==> src/core/timer16_pkg.sv <==
// Constants for the 16-bit timer with clear-on-match and fast PWM modes
// Summary of operation
// - Clear-on-match: mode 4 top compare_a, 12 capture
// - Clear-on-match: set top register's flag at top
// - Unbuffered top; missed top wraps via 0xffff
// - Clear-on-match action 1 toggles wave_out_a
// - Pin shows wave only with direction output
// - Mode 4 toggle period 2*N*(1+compare_a) clocks
// - Clear-on-match: overflow flag at max to zero
// - Fast PWM modes 5,6,7,14,15 count up only
// - Fast PWM top: 0xff,0x1ff,0x3ff, capture, compare_a
// - Fast PWM: clear counter cycle after top
// - Action 2 non-inverted, 3 inverted PWM output
// - Fast PWM: overflow and top flag at top
// - Fixed top masks compare writes to resolution
// - Capture top unbuffered; low value wraps first
// - Fast PWM compare buffered, loaded at top
// - Fast PWM period N*(1+top) clocks
// - Compare zero spike; compare top constant level
// - Mode 15 action 1 toggles, 50% duty
// - Compare above top never matches
// - Counter equal compare sets match flag
// - Nonzero action overrides port output value
package timer16_pkg;
    localparam logic [3:0]  MODE_CTC_A   = 4'h4;
    localparam logic [3:0]  MODE_CTC_CAP = 4'hc;
    localparam logic [3:0]  MODE_FP8     = 4'h5;
    localparam logic [3:0]  MODE_FP9     = 4'h6;
    localparam logic [3:0]  MODE_FP10    = 4'h7;
    localparam logic [3:0]  MODE_FP_CAP  = 4'he;
    localparam logic [3:0]  MODE_FP_A    = 4'hf;
    localparam logic [15:0] TOP_8BIT     = 16'h00ff;
    localparam logic [15:0] TOP_9BIT     = 16'h01ff;
    localparam logic [15:0] TOP_10BIT    = 16'h03ff;
    localparam logic [15:0] COUNT_MAX    = 16'hffff;
    localparam logic [15:0] COUNT_BOTTOM = 16'h0000;
    localparam logic [1:0]  ACT_OFF      = 2'h0;
    localparam logic [1:0]  ACT_TOGGLE   = 2'h1;
    localparam logic [1:0]  ACT_NONINV   = 2'h2;
    localparam logic [1:0]  ACT_INV      = 2'h3;
    // Prescaler select codes: 0 stopped, 1..5 divide 1,8,64,256,1024
    localparam logic [2:0]  PRE_STOP     = 3'h0;
    localparam logic [2:0]  PRE_1        = 3'h1;
    localparam logic [2:0]  PRE_8        = 3'h2;
    localparam logic [2:0]  PRE_64       = 3'h3;
    localparam logic [2:0]  PRE_256      = 3'h4;
    localparam logic [2:0]  PRE_1024     = 3'h5;
    localparam int          PRE_WIDTH    = 10;
    localparam logic [9:0]  DIV8_MASK    = 10'h007;
    localparam logic [9:0]  DIV64_MASK   = 10'h03f;
    localparam logic [9:0]  DIV256_MASK  = 10'h0ff;
    localparam logic [9:0]  DIV1024_MASK = 10'h3ff;
endpackage : timer16_pkg

==> src/core/timer16_prescaler.sv <==
// Prescaler producing one-cycle timer tick enables
`timescale 1ns/1ps
module timer16_prescaler (
    input  wire logic       clk,
    input  wire logic       rst_n,
    input  wire logic [2:0] clock_select,
    output logic            tick
);
    logic [9:0] div_q;
    logic       hit;

    // Free-running divider; ticks come when the low bits wrap
    always_ff @(posedge clk or negedge rst_n) begin
        if (!rst_n) begin
            div_q <= 10'h000;
        end else begin
            div_q <= div_q + 10'h001;
        end
    end

    // Select the divide ratio
    always_comb begin
        case (clock_select)
            timer16_pkg::PRE_1:    hit = 1'b1;
            timer16_pkg::PRE_8:
                hit = (div_q & timer16_pkg::DIV8_MASK)
                      == timer16_pkg::DIV8_MASK;
            timer16_pkg::PRE_64:
                hit = (div_q & timer16_pkg::DIV64_MASK)
                      == timer16_pkg::DIV64_MASK;
            timer16_pkg::PRE_256:
                hit = (div_q & timer16_pkg::DIV256_MASK)
                      == timer16_pkg::DIV256_MASK;
            timer16_pkg::PRE_1024:
                hit = div_q == timer16_pkg::DIV1024_MASK;
            default:               hit = 1'b0;
        endcase
    end

    assign tick = hit;
endmodule : timer16_prescaler

==> src/core/timer16_pwm.sv <==
// Top of the 16-bit timer: counter, compare, flags and waveform output
`timescale 1ns/1ps
module timer16_pwm #(
    parameter int WIDTH = 16
) (
    input  wire logic             clk,
    input  wire logic             rstn,
    input  wire logic [2:0]       clock_select,
    input  wire logic [3:0]       waveform_mode,
    input  wire logic [1:0]       output_action_a,
    input  wire logic             compare_a_we,
    input  wire logic [WIDTH-1:0] compare_a_wdata,
    input  wire logic             capture_we,
    input  wire logic [WIDTH-1:0] capture_wdata,
    input  wire logic             pin_direction_a,
    input  wire logic             port_value_a,
    input  wire logic             match_flag_a_clr,
    input  wire logic             capture_flag_clr,
    input  wire logic             overflow_flag_clr,
    output logic [WIDTH-1:0]      timer_count,
    output logic [WIDTH-1:0]      compare_a,
    output logic [WIDTH-1:0]      capture_value,
    output logic                  match_flag_a,
    output logic                  capture_flag,
    output logic                  overflow_flag,
    output logic                  wave_out_a,
    output logic                  pin_out_a,
    output logic                  pin_oe_a
);
    typedef enum logic [1:0] {
        FAM_OTHER,
        FAM_CTC,
        FAM_FAST
    } family_t;

    logic             rst_s1_q;
    logic             rst_n;
    logic             tick;
    family_t          family;
    logic [WIDTH-1:0] top;
    logic [WIDTH-1:0] res_mask;
    logic             fixed_top;
    logic [WIDTH-1:0] count_q;
    logic [WIDTH-1:0] cmp_q;
    logic [WIDTH-1:0] cmp_buf_q;
    logic [WIDTH-1:0] cap_q;
    logic             at_top;
    logic             at_max;
    logic             match_a;
    logic             wave_q;
    logic             match_q;
    logic             capf_q;
    logic             ovf_q;
    logic             set_match;
    logic             set_cap;
    logic             set_ovf;
    logic [WIDTH-1:0] cmp_wr;

    // All-ones count limit at the configured width
    localparam logic [WIDTH-1:0] COUNT_MAX_W = '1;

    // Reset released through two flops so release is clean on clk
    always_ff @(posedge clk or negedge rstn) begin
        if (!rstn) begin
            rst_s1_q <= 1'b0;
            rst_n    <= 1'b0;
        end else begin
            rst_s1_q <= 1'b1;
            rst_n    <= rst_s1_q;
        end
    end

    timer16_prescaler u_pre (
        .clk          (clk),
        .rst_n        (rst_n),
        .clock_select (clock_select),
        .tick         (tick)
    );

    // Mode decode and top selection
    always_comb begin
        family    = FAM_OTHER;
        top       = COUNT_MAX_W;
        fixed_top = 1'b0;
        case (waveform_mode)
            timer16_pkg::MODE_CTC_A: begin
                family = FAM_CTC;
                top    = cmp_q;
            end
            timer16_pkg::MODE_CTC_CAP: begin
                family = FAM_CTC;
                top    = cap_q;
            end
            timer16_pkg::MODE_FP8: begin
                family    = FAM_FAST;
                top       = WIDTH'(timer16_pkg::TOP_8BIT);
                fixed_top = 1'b1;
            end
            timer16_pkg::MODE_FP9: begin
                family    = FAM_FAST;
                top       = WIDTH'(timer16_pkg::TOP_9BIT);
                fixed_top = 1'b1;
            end
            timer16_pkg::MODE_FP10: begin
                family    = FAM_FAST;
                top       = WIDTH'(timer16_pkg::TOP_10BIT);
                fixed_top = 1'b1;
            end
            timer16_pkg::MODE_FP_CAP: begin
                family = FAM_FAST;
                top    = cap_q;
            end
            timer16_pkg::MODE_FP_A: begin
                family = FAM_FAST;
                top    = cmp_q;
            end
            default: begin
                family = FAM_OTHER;
            end
        endcase
    end

    assign res_mask = fixed_top ? top : COUNT_MAX_W;
    // Writes are trimmed to the fixed resolution
    assign cmp_wr   = compare_a_wdata & res_mask;
    // Exact equality only: a top below the count is missed
    assign at_top   = count_q == top;
    assign at_max   = count_q == COUNT_MAX_W;
    // A compare above top is never reached by the count
    assign match_a  = count_q == cmp_q;

    // Counter: clears after top, else wraps at max
    always_ff @(posedge clk or negedge rst_n) begin
        if (!rst_n) begin
            count_q <= '0;
        end else if (tick) begin
            if (family != FAM_OTHER && at_top) begin
                count_q <= '0;
            end else begin
                count_q <= count_q + 1'b1;
            end
        end
    end

    // Compare register: direct in clear-on-match, buffered in fast PWM
    always_ff @(posedge clk or negedge rst_n) begin
        if (!rst_n) begin
            cmp_q     <= '0;
            cmp_buf_q <= '0;
        end else begin
            if (compare_a_we) begin
                cmp_buf_q <= cmp_wr;
            end
            if (family != FAM_FAST && compare_a_we) begin
                cmp_q <= cmp_wr;
            end else if (family == FAM_FAST && tick && at_top) begin
                cmp_q <= compare_a_we ? cmp_wr : cmp_buf_q;
            end
        end
    end

    // Capture value is never buffered
    always_ff @(posedge clk or negedge rst_n) begin
        if (!rst_n) begin
            cap_q <= '0;
        end else if (capture_we) begin
            cap_q <= capture_wdata;
        end
    end

    // Flag set conditions
    assign set_match = tick && match_a;
    assign set_cap   = tick && at_top && family != FAM_OTHER
                       && (waveform_mode == timer16_pkg::MODE_CTC_CAP
                           || waveform_mode == timer16_pkg::MODE_FP_CAP);
    assign set_ovf   = tick && ((family == FAM_FAST && at_top)
                       || (family != FAM_FAST && at_max));

    // Sticky flags; a set in the clearing cycle wins
    always_ff @(posedge clk or negedge rst_n) begin
        if (!rst_n) begin
            match_q <= 1'b0;
            capf_q  <= 1'b0;
            ovf_q   <= 1'b0;
        end else begin
            match_q <= set_match | (match_q & ~match_flag_a_clr);
            capf_q  <= set_cap | (capf_q & ~capture_flag_clr);
            ovf_q   <= set_ovf | (ovf_q & ~overflow_flag_clr);
        end
    end

    // Waveform register; in fast PWM the match wins over top, so a
    // compare equal to top holds a constant level
    always_ff @(posedge clk or negedge rst_n) begin
        if (!rst_n) begin
            wave_q <= 1'b0;
        end else if (tick) begin
            if (family == FAM_CTC) begin
                if (match_a && output_action_a == timer16_pkg::ACT_TOGGLE)
                begin
                    wave_q <= ~wave_q;
                end
            end else if (family == FAM_FAST) begin
                if (output_action_a == timer16_pkg::ACT_TOGGLE) begin
                    if (match_a && waveform_mode == timer16_pkg::MODE_FP_A)
                    begin
                        wave_q <= ~wave_q;
                    end
                end else if (output_action_a[1]) begin
                    if (match_a) begin
                        wave_q <= output_action_a == timer16_pkg::ACT_NONINV;
                    end else if (at_top) begin
                        wave_q <= output_action_a == timer16_pkg::ACT_INV;
                    end
                end
            end
        end
    end

    // Pin mux: wave overrides the port value, direction stays software's
    assign pin_out_a = (output_action_a != timer16_pkg::ACT_OFF)
                       ? wave_q : port_value_a;
    assign pin_oe_a  = pin_direction_a;

    assign timer_count   = count_q;
    assign compare_a     = cmp_q;
    assign capture_value = cap_q;
    assign match_flag_a  = match_q;
    assign capture_flag  = capf_q;
    assign overflow_flag = ovf_q;
    assign wave_out_a    = wave_q;
endmodule : timer16_pwm

==> config.mk <==
export PLATFORM = sky130hd
export DESIGN_NAME = timer16_pwm
export DESIGN_NICKNAME = d
export VERILOG_FILES = /design/src/core/timer16_pkg.sv /design/src/core/timer16_prescaler.sv /design/src/core/timer16_pwm.sv
export SDC_FILE = /design/constraint.sdc
export NUM_CORES = 1
export LEC_CHECK = 0
export BUFFER_PORTS_ARGS = -buffer_cell sky130_fd_sc_hd__buf_2
export CELL_PAD_IN_SITES_DETAIL_PLACEMENT = 0
export CELL_PAD_IN_SITES_GLOBAL_PLACEMENT = 1
export CORE_MARGIN = 3
export CORE_UTILIZATION = 45
export CTS_BUF_LIST = sky130_fd_sc_hd__clkbuf_16
export CTS_CLUSTER_DIAMETER = 120
export DETAILED_ROUTE_END_ITERATION = 7
export PLACE_DENSITY = 0.82
export RECOVER_POWER = 25
export SKIP_LAST_GASP = 1
export SLEW_MARGIN = 15
export SYNTH_ARGS = -nofsm -noshare
export SYNTH_HDL_FRONTEND = slang
export SYNTH_SLANG_ARGS = --single-unit
==> constraint.sdc <==
create_clock -name clk -period 4.83 [get_ports clk]
set_clock_uncertainty 0.15 [all_clocks]
set_input_delay 0.2415 -clock clk [delete_from_list [all_inputs] [get_ports clk]]
set_output_delay 0.2415 -clock clk [all_outputs]
set_load 0.01 [all_outputs]
==> results_dict.tcl, run 1 <==
set metrics [dict create \
    rsz0062_at_grt "false" \
    max_slew_margin_pct 28.63 \
    hold_path_class "in -> reg" \
    ant_nets 0 \
    initial_core_util_pct 47.29 \
    nNetsFinal 626 \
    yosys_warnings 0 \
    yosysSeqAreaShare_pct 42.53 \
    syn_to_final_growth_pct 21.35 \
    max_stage_delay_ns 0.70 \
    fin_util_pct 57.38 \
    worst-setup-path-type "reg -> reg" \
    vias 3848 \
    dp_hpwl_um 8882 \
    slowest_stage "o41ai_1" \
    grt_max_degree 79 \
    die_h_um 108.3 \
    synthCells 461 \
    clock-root-buffer "clkbuf_16" \
    grt_use_total_pct 21.68 \
    path_buf_inv 1 \
    drt_pre_antenna_iters 5 \
    grt_remaining_overflow 0 \
    cp-end-kind "flip-flop" \
    wirelength_um 12250 \
    cts_tree "built" \
    status "finished, violations left" \
    ctsResizeCount 0 \
    io_buffer_count 101 \
    cp_cell_sequence "ha_1, nand2_1, or2_2, o41ai_1, and2_1, nand2_2, o31ai_4, buf_4, mux2_4" \
    rows 36 \
    synth-edff-count 0 \
    cts_max_level 3 \
    cts.path.max_buffers 2 \
    setup_tns_ns 0 \
    fin_crit_sh_pct 77.17 \
    cts_hold_buf 22 \
    ioPinCount 104 \
    async_flop_share_pct 100.0 \
    path_delay_family "compound AO/OA/AOI/OAI gates" \
    die_area_um2 11720 \
    synth-seq-cells 80 \
    synth_flop_cell "dfrtp_1" \
    avgSynthCellArea_um2 10.21 \
    ys_types 69 \
    grt_pass1_wl_um 19840 \
    first_iter_violations 156 \
    wire_per_inst_um 17.30 \
    fillCellCount 883 \
    syn-num-nets 517 \
    slew_violations 0 \
    drive_above_1_share_pct 26.09 \
    drc 0 \
    maxCapViolations 0 \
    path_clk_slew_ns 0.06 \
    worst_setup_path_start_kind "flip-flop" \
    core_area_um2 9955 \
    crit_fanout 12 \
    grt_pass1_vias 3805 \
    fmax_mhz 268.3 \
    synth_area_um2 4707 \
    crit_arrival_ns 3.80 \
    cts.sinks 80 \
    leakagePower_nw 2.582 \
    via_per_inst 5.435 \
    whs_ns -0.001099 \
    antenna_found_initial 0 \
    cts_setup_buffers 0 \
    die_w_um 108.3 \
    worst_pin_slew_ns 1.071 \
    period_needed_ns 3.727 \
    setup_viol 0 \
    violations "negative hold slack" \
    clk_latency_ns 0.34 \
    peakVddDrop_v 0.0001805 \
    hold_violations 1 \
    diodes 0 \
    power_density_nw_per_um2 328.1 \
    crit_required_ns 4.90 \
    gp_congestion 0.8538 \
    cts_buffers 9 \
]
==> power breakdown <==
| group | switching (mW) | total (mW) | internal (mW) |
|---|---|---|---|
| logic | 0.187 | 0.385 | 0.198 |
| registers | 0.128 | 0.868 | 0.740 |
| clock network | 0.274 | 0.622 | 0.348 |
==> registers in the layout (all words and copies together), names as in the netlist <==
| name | count |
|---|---|
| capture_value | 16 |
| rst_n | 1 |
| cmp_buf_q | 16 |
| compare_a | 16 |
| capture_flag | 1 |
| match_flag_a | 1 |
| timer_count | 16 |
| overflow_flag | 1 |
| u_pre.div_q | 10 |
| wave_out_a | 1 |
| rst_s1_q | 1 |
==> metal layers <==
layer / GRT usage (%) / share of wire, % / vias up
met4: 5.771 / 0.96 / 0
met5: 0 / 0 / -
met2: 33.70 / 47 / 94
met3: 4.836 / 5.4 / 11
li1: - / - / 1864
met1: 30.71 / 47 / 1879
==> kinds of logic (layout without fill, tap and decap cells) <==
family	after synthesis	after routing	share of synthesized area [%]
xor+xnor	45	45	8.373
mux	47	47	11.88
simple gates	154	154	18.10
buf+inv	51	165	5.157
other cells	1	1	0.07967
fa+ha+maj	6	6	1.595
compound gates	77	77	12.28
flops	80	80	42.53
==> cell usage after synthesis (all sizes together), types with 4 or more instances <==
cell type | number | area, um2
o211ai | 6 | 50.05
ha | 6 | 75.07
nand4b | 4 | 35.03
inv | 24 | 90.09
mux2i | 6 | 60.06
nand2b | 6 | 37.54
xor2 | 22 | 192.7
nor4 | 7 | 50.05
clkbuf | 13 | 48.80
mux2 | 41 | 499.2
or3 | 5 | 31.28
nor2b | 7 | 43.79
xnor2 | 23 | 201.4
nor2 | 34 | 127.6
or4 | 9 | 67.56
nand2 | 28 | 107.6
nand4 | 10 | 68.81
o211a | 7 | 70.07
nand3 | 13 | 65.06
nor3 | 4 | 20.02
a21oi | 6 | 30.03
or2 | 5 | 31.28
nor3b | 4 | 30.03
or3b | 6 | 52.56
and2 | 5 | 31.28
o22ai | 4 | 25.02
dfrtp | 80 | 2002
buf | 14 | 103.8
o21ai | 22 | 110.1
==> metrics by stage <==
step	power [mW]	hold WS [ns]	instances	setup slack [ns]	cell area (um2)
global placement	1.243	-0.1222	670	1.056	5245
CTS	1.894	0.001011	708	1.077	5737
finish	1.874	-0.001099	708	1.103	5712
detailed placement	1.255	-0.1194	670	0.8998	5245
global route	1.970	0.005618	708	0.7472	5712
floorplan	1.102	-0.2041	461	1.931	4707
==> placed cells by master (no fill, tap or decap), types with 7 or more instances in the layout <==
master | netlist | final
buf_2 | 5 | 81
dfrtp_1 | 80 | 79
nor2_1 | 34 | 34
nand2_1 | 27 | 27
mux2_2 | 31 | 27
inv_1 | 24 | 24
xnor2_1 | 23 | 23
xor2_1 | 22 | 22
dlygate4sd3_1 | 0 | 22
o21ai_0 | 21 | 21
clkbuf_1 | 13 | 20
nand3_1 | 13 | 13
mux2_4 | 10 | 10
nand4_1 | 9 | 9
or4_1 | 9 | 9
clkbuf_16 | 0 | 9
nor2b_1 | 7 | 7
o211a_1 | 7 | 7
==> worst min-delay path, cell delays in order <==
cell and delay (ns):
buf_2 0.07, nand2_1 0.03, o21ai_0 0.09
==> area by class of cell <==
| class | instances | area, um2 | share of cell area [%] |
|---|---|---|---|
| inverter | 24 | 90.09 | 1.577 |
| timing repair buffer | 125 | 715.7 | 12.53 |
| clock inverter | 7 | 46.29 | 0.8105 |
| clock buffer | 9 | 225.2 | 3.943 |
| sequential | 80 | 2006 | 35.11 |
| multi-input combinational | 330 | 2462 | 43.11 |
| tap | 133 | 166.4 | 2.913 |
==> path summary, 6_finish.rpt <==
check | from | to | cells past startpoint | slack [ns]
max reg2reg | u_pre.div_q[0]$_DFF_PN0_ | compare_a[9]$_DFFE_PN0P_ | 9 | 1.10
max in group asynchronous | rst_n$_DFF_PN0_ | timer_count[5]$_DFFE_PN0P_ | 0 | 3.56
min reg2reg | rst_s1_q$_DFF_PN0_ | rst_n$_DFF_PN0_ | 0 | 0.20
min | compare_a_wdata[15] | cmp_buf_q[15]$_DFF_PN0_ | 3 | -0.001
max | u_pre.div_q[0]$_DFF_PN0_ | compare_a[9]$_DFFE_PN0P_ | 9 | 1.10
min in group asynchronous | rstn | rst_n$_DFF_PN0_ | 2 | 0.06
Power figures use the tool's default switching activity.
==> run 2, diff against run 1 <==
CORE_UTILIZATION = 38   (was 45)
PLACE_DENSITY = 0.74   (was 0.82)
clock period = 3.05 ns   (was 4.83 ns; I/O delays follow)
==> results_dict.tcl, run 2 (synthesized netlist as in run 1, its figures left out) <==
set metrics [dict create \
    die_h_um 117.3 \
    cts_setup_buffers 0 \
    crit_required_ns 3.13 \
    io_buffer_count 101 \
    syn_to_final_growth_pct 29.19 \
    wl_met3_um 786 \
    cp_cell_sequence "or4_1, o211a_1, or3_1, o211ai_1, nand4_2, o31ai_4, buf_12, mux2_2" \
    gp_congestion 0.8885 \
    peakVddDrop_v 0.0003473 \
    final_common_cell "buf_2" \
    worst-setup-path-type "reg -> reg" \
    dp_hpwl_um 9803 \
    wirelength_um 13030 \
    die_w_um 117.3 \
    path_buf_inv 1 \
    ant_nets 0 \
    worst_pin_slew_ns 0.9850 \
    wire_per_inst_um 16.77 \
    nNetsFinal 660 \
    fin_cells 777 \
    cp-end-kind "flip-flop" \
    cts_max_level 3 \
    top_layer_used "met4" \
    ioPinCount 104 \
    leakagePower_nw 2.764 \
    setup_viol 0 \
    slew_violations 0 \
    hold_path_class "in -> reg" \
    maxCapViolations 0 \
    cts.sinks 80 \
    power_density_nw_per_um2 507.9 \
    routedLengthMet1_um 5983 \
    path_delay_family "simple AND/OR/NAND/NOR gates" \
    grt_use_total_pct 20.24 \
    fmax_mhz 340.4 \
    via_per_inst 5.206 \
    antenna_found_initial 0 \
    final_cell_mix "buf_2, dfrtp_1, nor2_1, dlygate4sd3_1, nand2_1" \
    drc 0 \
    clk_latency_ns 0.34 \
    die_area_um2 13760 \
    period_needed_ns 2.938 \
    cts_buffers 9 \
    cts_tree "built" \
    first_iter_violations 318 \
    max_stage_delay_ns 0.44 \
    rows 40 \
    worst_setup_path_start_kind "flip-flop" \
    report.power.total_mw 3.088 \
    initial_core_util_pct 39.02 \
    drive_above_1_share_pct 28.74 \
    crit_fanout 12 \
    diodes 0 \
    status "complete, no violations" \
    wl_met2_um 6055 \
    grt_remaining_overflow 0 \
    max_slew_margin_pct 34.33 \
    place_inst 727 \
    grt_max_degree 79 \
    slowest_stage "or4_1" \
    drt_pre_antenna_iters 4 \
    core_area_um2 12060 \
    rsz0062_at_grt "false" \
    hold_violations 0 \
    fin_crit_sh_pct 96.32 \
    cts.path.max_buffers 2 \
    crit_arrival_ns 3.02 \
    grt_pass1_vias 3964 \
    clock-root-buffer "clkbuf_16" \
    vias 4045 \
    grt_pass1_wl_um 21180 \
    path_clk_slew_ns 0.06 \
]
==> run 2: worst register-to-register path, delay by kind of cell, from the launching register on <==
kind / cells / cell delay [ns]
AO/OA/AOI/OAI: 3 / 0.77
buffers and inverters: 1 / 0.21
flip-flops: 1 / 0.43
multiplexers: 1 / 0.35
AND/OR/NAND/NOR: 3 / 0.90
==> run 2: metrics by stage <==
stage / setup WS [ns] / cell area (um2) / setup TNS, ns / utilization (%) / hold slack, ns
after floorplan: 0.1512 / 4707 / 0 / - / -0.2931
after global placement: 0.02437 / 5466 / 0 / 45.32 / -0.2126
after detailed placement: -0.05359 / 5466 / -0.2818 / 45.32 / -0.2118
after CTS: 0.1068 / 6096 / 0 / 50.54 / 0.02562
after global routing: 0.003147 / 6081 / 0 / 50.41 / 0.05851
final: 0.1122 / 6081 / 0 / 50.41 / 0.02696
==> run 2: final cells by class <==
class,count,area (um2)
Fill cell,1172,5981
Multi-Input combinational cell,330,2470
Sequential cell,80,2006
Timing Repair Buffer,159,1016
Clock buffer,9,225.2
Tap cell,168,210.2
Inverter,24,90.09
Clock inverter,7,63.81
==> run 2: what timing repair did <==
| action | CTS | global route |
|---|---|---|
| endpoints found under the hold margin | 34 | 0 |
| gates resized for setup | 0 | 1 |
| endpoints found under the setup margin | 0 | 2 |
| hold buffers | 34 | 0 |
==> run 2: power breakdown <==
part	internal [mW]	switching (mW)	leakage (nW)
clock	0.625	0.422	0.142
combinational	0.359	0.340	1.63
sequential	1.17	0.169	0.993
==> run 2: final timing paths <==
path | startpoint | end | slack [ns] | cells after the start
setup / recovery | compare_a[4]$_DFFE_PN0P_ | compare_a[15]$_DFFE_PN0P_ | 0.11 | 8
hold / removal | compare_a_wdata[8] | cmp_buf_q[8]$_DFF_PN0_ | 0.03 | 3
setup reg to reg | compare_a[4]$_DFFE_PN0P_ | compare_a[15]$_DFFE_PN0P_ | 0.11 | 8
hold reg to reg | rst_s1_q$_DFF_PN0_ | rst_n$_DFF_PN0_ | 0.20 | 0
max in group asynchronous | rst_n$_DFF_PN0_ | overflow_flag$_DFF_PN0_ | 1.76 | 0
min in group asynchronous | rst_n$_DFF_PN0_ | cmp_buf_q[6]$_DFF_PN0_ | 0.34 | 0
==> run 2: routing by layer <==
| layer | global-route usage, % | up-vias |
|---|---|---|
| met1 | 28.19 | 1987 |
| met2 | 31.49 | 100 |
| met5 | 0 | - |
| met3 | 4.730 | 18 |
| li1 | - | 1940 |
| met4 | 5.810 | 0 |
==> run 3, diff against run 2 <==
CORE_ASPECT_RATIO = 1.75   (was not set)
REMOVE_ABC_BUFFERS = 1   (was not set)
==> results_dict.tcl, run 3 (synthesized netlist as in run 1, its figures left out) <==
set metrics [dict create \
    r2r_end "compare_a[5]$_DFFE_PN0P_" \
    cts.path.max_buffers 2 \
    hold_start "compare_a_wdata[8]" \
    status "complete, no violations" \
    seqCellArea_um2 2008 \
    crit_required_ns 3.13 \
    pre_cts_slack_ns 0.1001 \
    grt_pass1_wl_um 21910 \
    cts_buffers 9 \
    slew_violations 0 \
    fillCellCount 1194 \
    rows 53 \
    r2r_slack_ns 0.11 \
    grt_remaining_overflow 0 \
    nNetsFinal 659 \
    ant_nets 0 \
    cts_tree "built" \
    hold_violations 0 \
    final_common_cell "buf_2" \
    die_area_um2 13810 \
    grt_max_degree 79 \
    maxCapViolations 0 \
    dp_hpwl_um 10080 \
    cts_setup_buffers 0 \
    ff2ff_path_depth 8 \
    path_buf_inv 1 \
    core_area_um2 12070 \
    leakagePower_nw 2.766 \
    slowest_stage "dfrtp_2" \
    clock-root-buffer "clkbuf_16" \
    power_density_nw_per_um2 508.8 \
    vias 4044 \
    layout_setup_ws_ns 0.1123 \
    gp_congestion 0.9018 \
    multi_input_area_um2 2481 \
    drt_pre_antenna_iters 4 \
    first_iter_violations 142 \
    ioPinCount 104 \
    cp-end-kind "flip-flop" \
    drive_above_1_share_pct 29.77 \
    cp.depth 8 \
    io_buffer_count 101 \
    clk_latency_ns 0.35 \
    cp_cell_sequence "or4_1, o211a_1, or3_1, o211ai_1, nand4_2, o31ai_4, clkbuf_16, mux2_4" \
    via_per_inst 5.232 \
    grt_pass1_vias 4218 \
    wirelength_um 13710 \
    antenna_found_initial 0 \
    fmax_mhz 340.4 \
    worst-setup-path-type "reg -> reg" \
    diodes 0 \
    max_slew_margin_pct 32.39 \
    rr_startpoint "compare_a[4]$_DFFE_PN0P_" \
    min_to "cmp_buf_q[8]$_DFF_PN0_" \
    cts_max_level 3 \
    worst_pin_slew_ns 1.014 \
    fin_util_pct 50.55 \
    worstHoldPathCells 3 \
    crit_arrival_ns 3.02 \
    peakVddDrop_v 0.0003552 \
    final_cell_mix "buf_2, dfrtp_1, dlygate4sd3_1" \
    period_needed_ns 2.938 \
    path_delay_family "simple AND/OR/NAND/NOR gates" \
    path_clk_slew_ns 0.07 \
    die_w_um 90.13 \
    crit_fanout 8 \
    grt_use_total_pct 20.06 \
    syn_to_final_growth_pct 29.61 \
    die_h_um 153.2 \
    wire_per_inst_um 17.73 \
    max_stage_delay_ns 0.45 \
    initial_core_util_pct 39.00 \
    hold_path_class "in -> reg" \
    cts.sinks 80 \
    drc 0 \
    worst_setup_path_start_kind "flip-flop" \
    fin_crit_sh_pct 96.32 \
    setup_viol 0 \
]
-- run 3: cell types whose count changed in the layout (fill, tap and decap cells not counted), sizes merged --
cell         before  now
inv              25   29
buf             107  105
clkinvlp          2    0
bufinv            1    0
clkinv            3    2
dlygate4sd3      34   35
-- run 3: metal layers --
metal  wire (um)  vias up  global-route usage (%)
met5           0        -                       0
li1            -     1923                       -
met1        5215     2001                   21.97
met2        7577       98                   37.48
met3         549       22                   4.037
met4         364        0                   7.816
-- run 3: how the worst max path moves through the flow --
stage	endpoint	slack, ns	start
3_3_place_gp	compare_a[3]$_DFFE_PN0P_	0.16	waveform_mode[3]
3_5_place_dp	compare_a[4]$_DFFE_PN0P_	0.10	waveform_mode[3]
2_1_floorplan	compare_a[0]$_DFFE_PN0P_	-0.11	u_pre.div_q[0]$_DFF_PN0_
5_1_grt	compare_a[5]$_DFFE_PN0P_	-0.005	compare_a[10]$_DFFE_PN0P_
4_1_cts	compare_a[4]$_DFFE_PN0P_	0.12	compare_a[4]$_DFFE_PN0P_
6_report	compare_a[5]$_DFFE_PN0P_	0.11	compare_a[4]$_DFFE_PN0P_
-- run 3: area by class of cell --
cell class	instances	area share (%)
clock buffers	9	3.692
multi-input cells	330	40.67
well taps	165	3.384
flip-flops and latches	80	32.92
clock inverters	7	0.9844
repair buffers	158	16.88
inverters	24	1.477
-- run 3: metrics by stage --
step	setup TNS (ns)	instance area (um2)	hold WS (ns)	std cells	power [mW]
6_report	0	6101	0.02327	773	3.104
5_1_grt	-0.009828	6101	0.03456	773	3.253
4_1_cts	0	6076	0.01334	772	3.138
3_5_place_dp	0	5440	-0.2081	721	2.049
3_3_place_gp	0	5440	-0.2114	721	2.029
2_1_floorplan	-1.201	4554	-0.2931	434	1.702
-- run 3: repair_timing --
| item | in CTS | in global routing |
|---|---|---|
| hold endpoints to repair | 35 | 0 |
| setup endpoints to repair | 0 | 1 |
| hold buffers | 35 | 0 |
| gates resized for setup | 0 | 5 |
-- run 3: tightest hold or removal path: stages --
cell	delay [ns]
buf_2	0.08
o311ai_0	0.12
o21ai_0	0.12
-- run 3: power breakdown --
| group | internal [mW] | total (mW) | switching (mW) |
|---|---|---|---|
| sequential | 1.17 | 1.35 | 0.175 |
| clock | 0.568 | 1.04 | 0.472 |
| combinational | 0.361 | 0.716 | 0.355 |
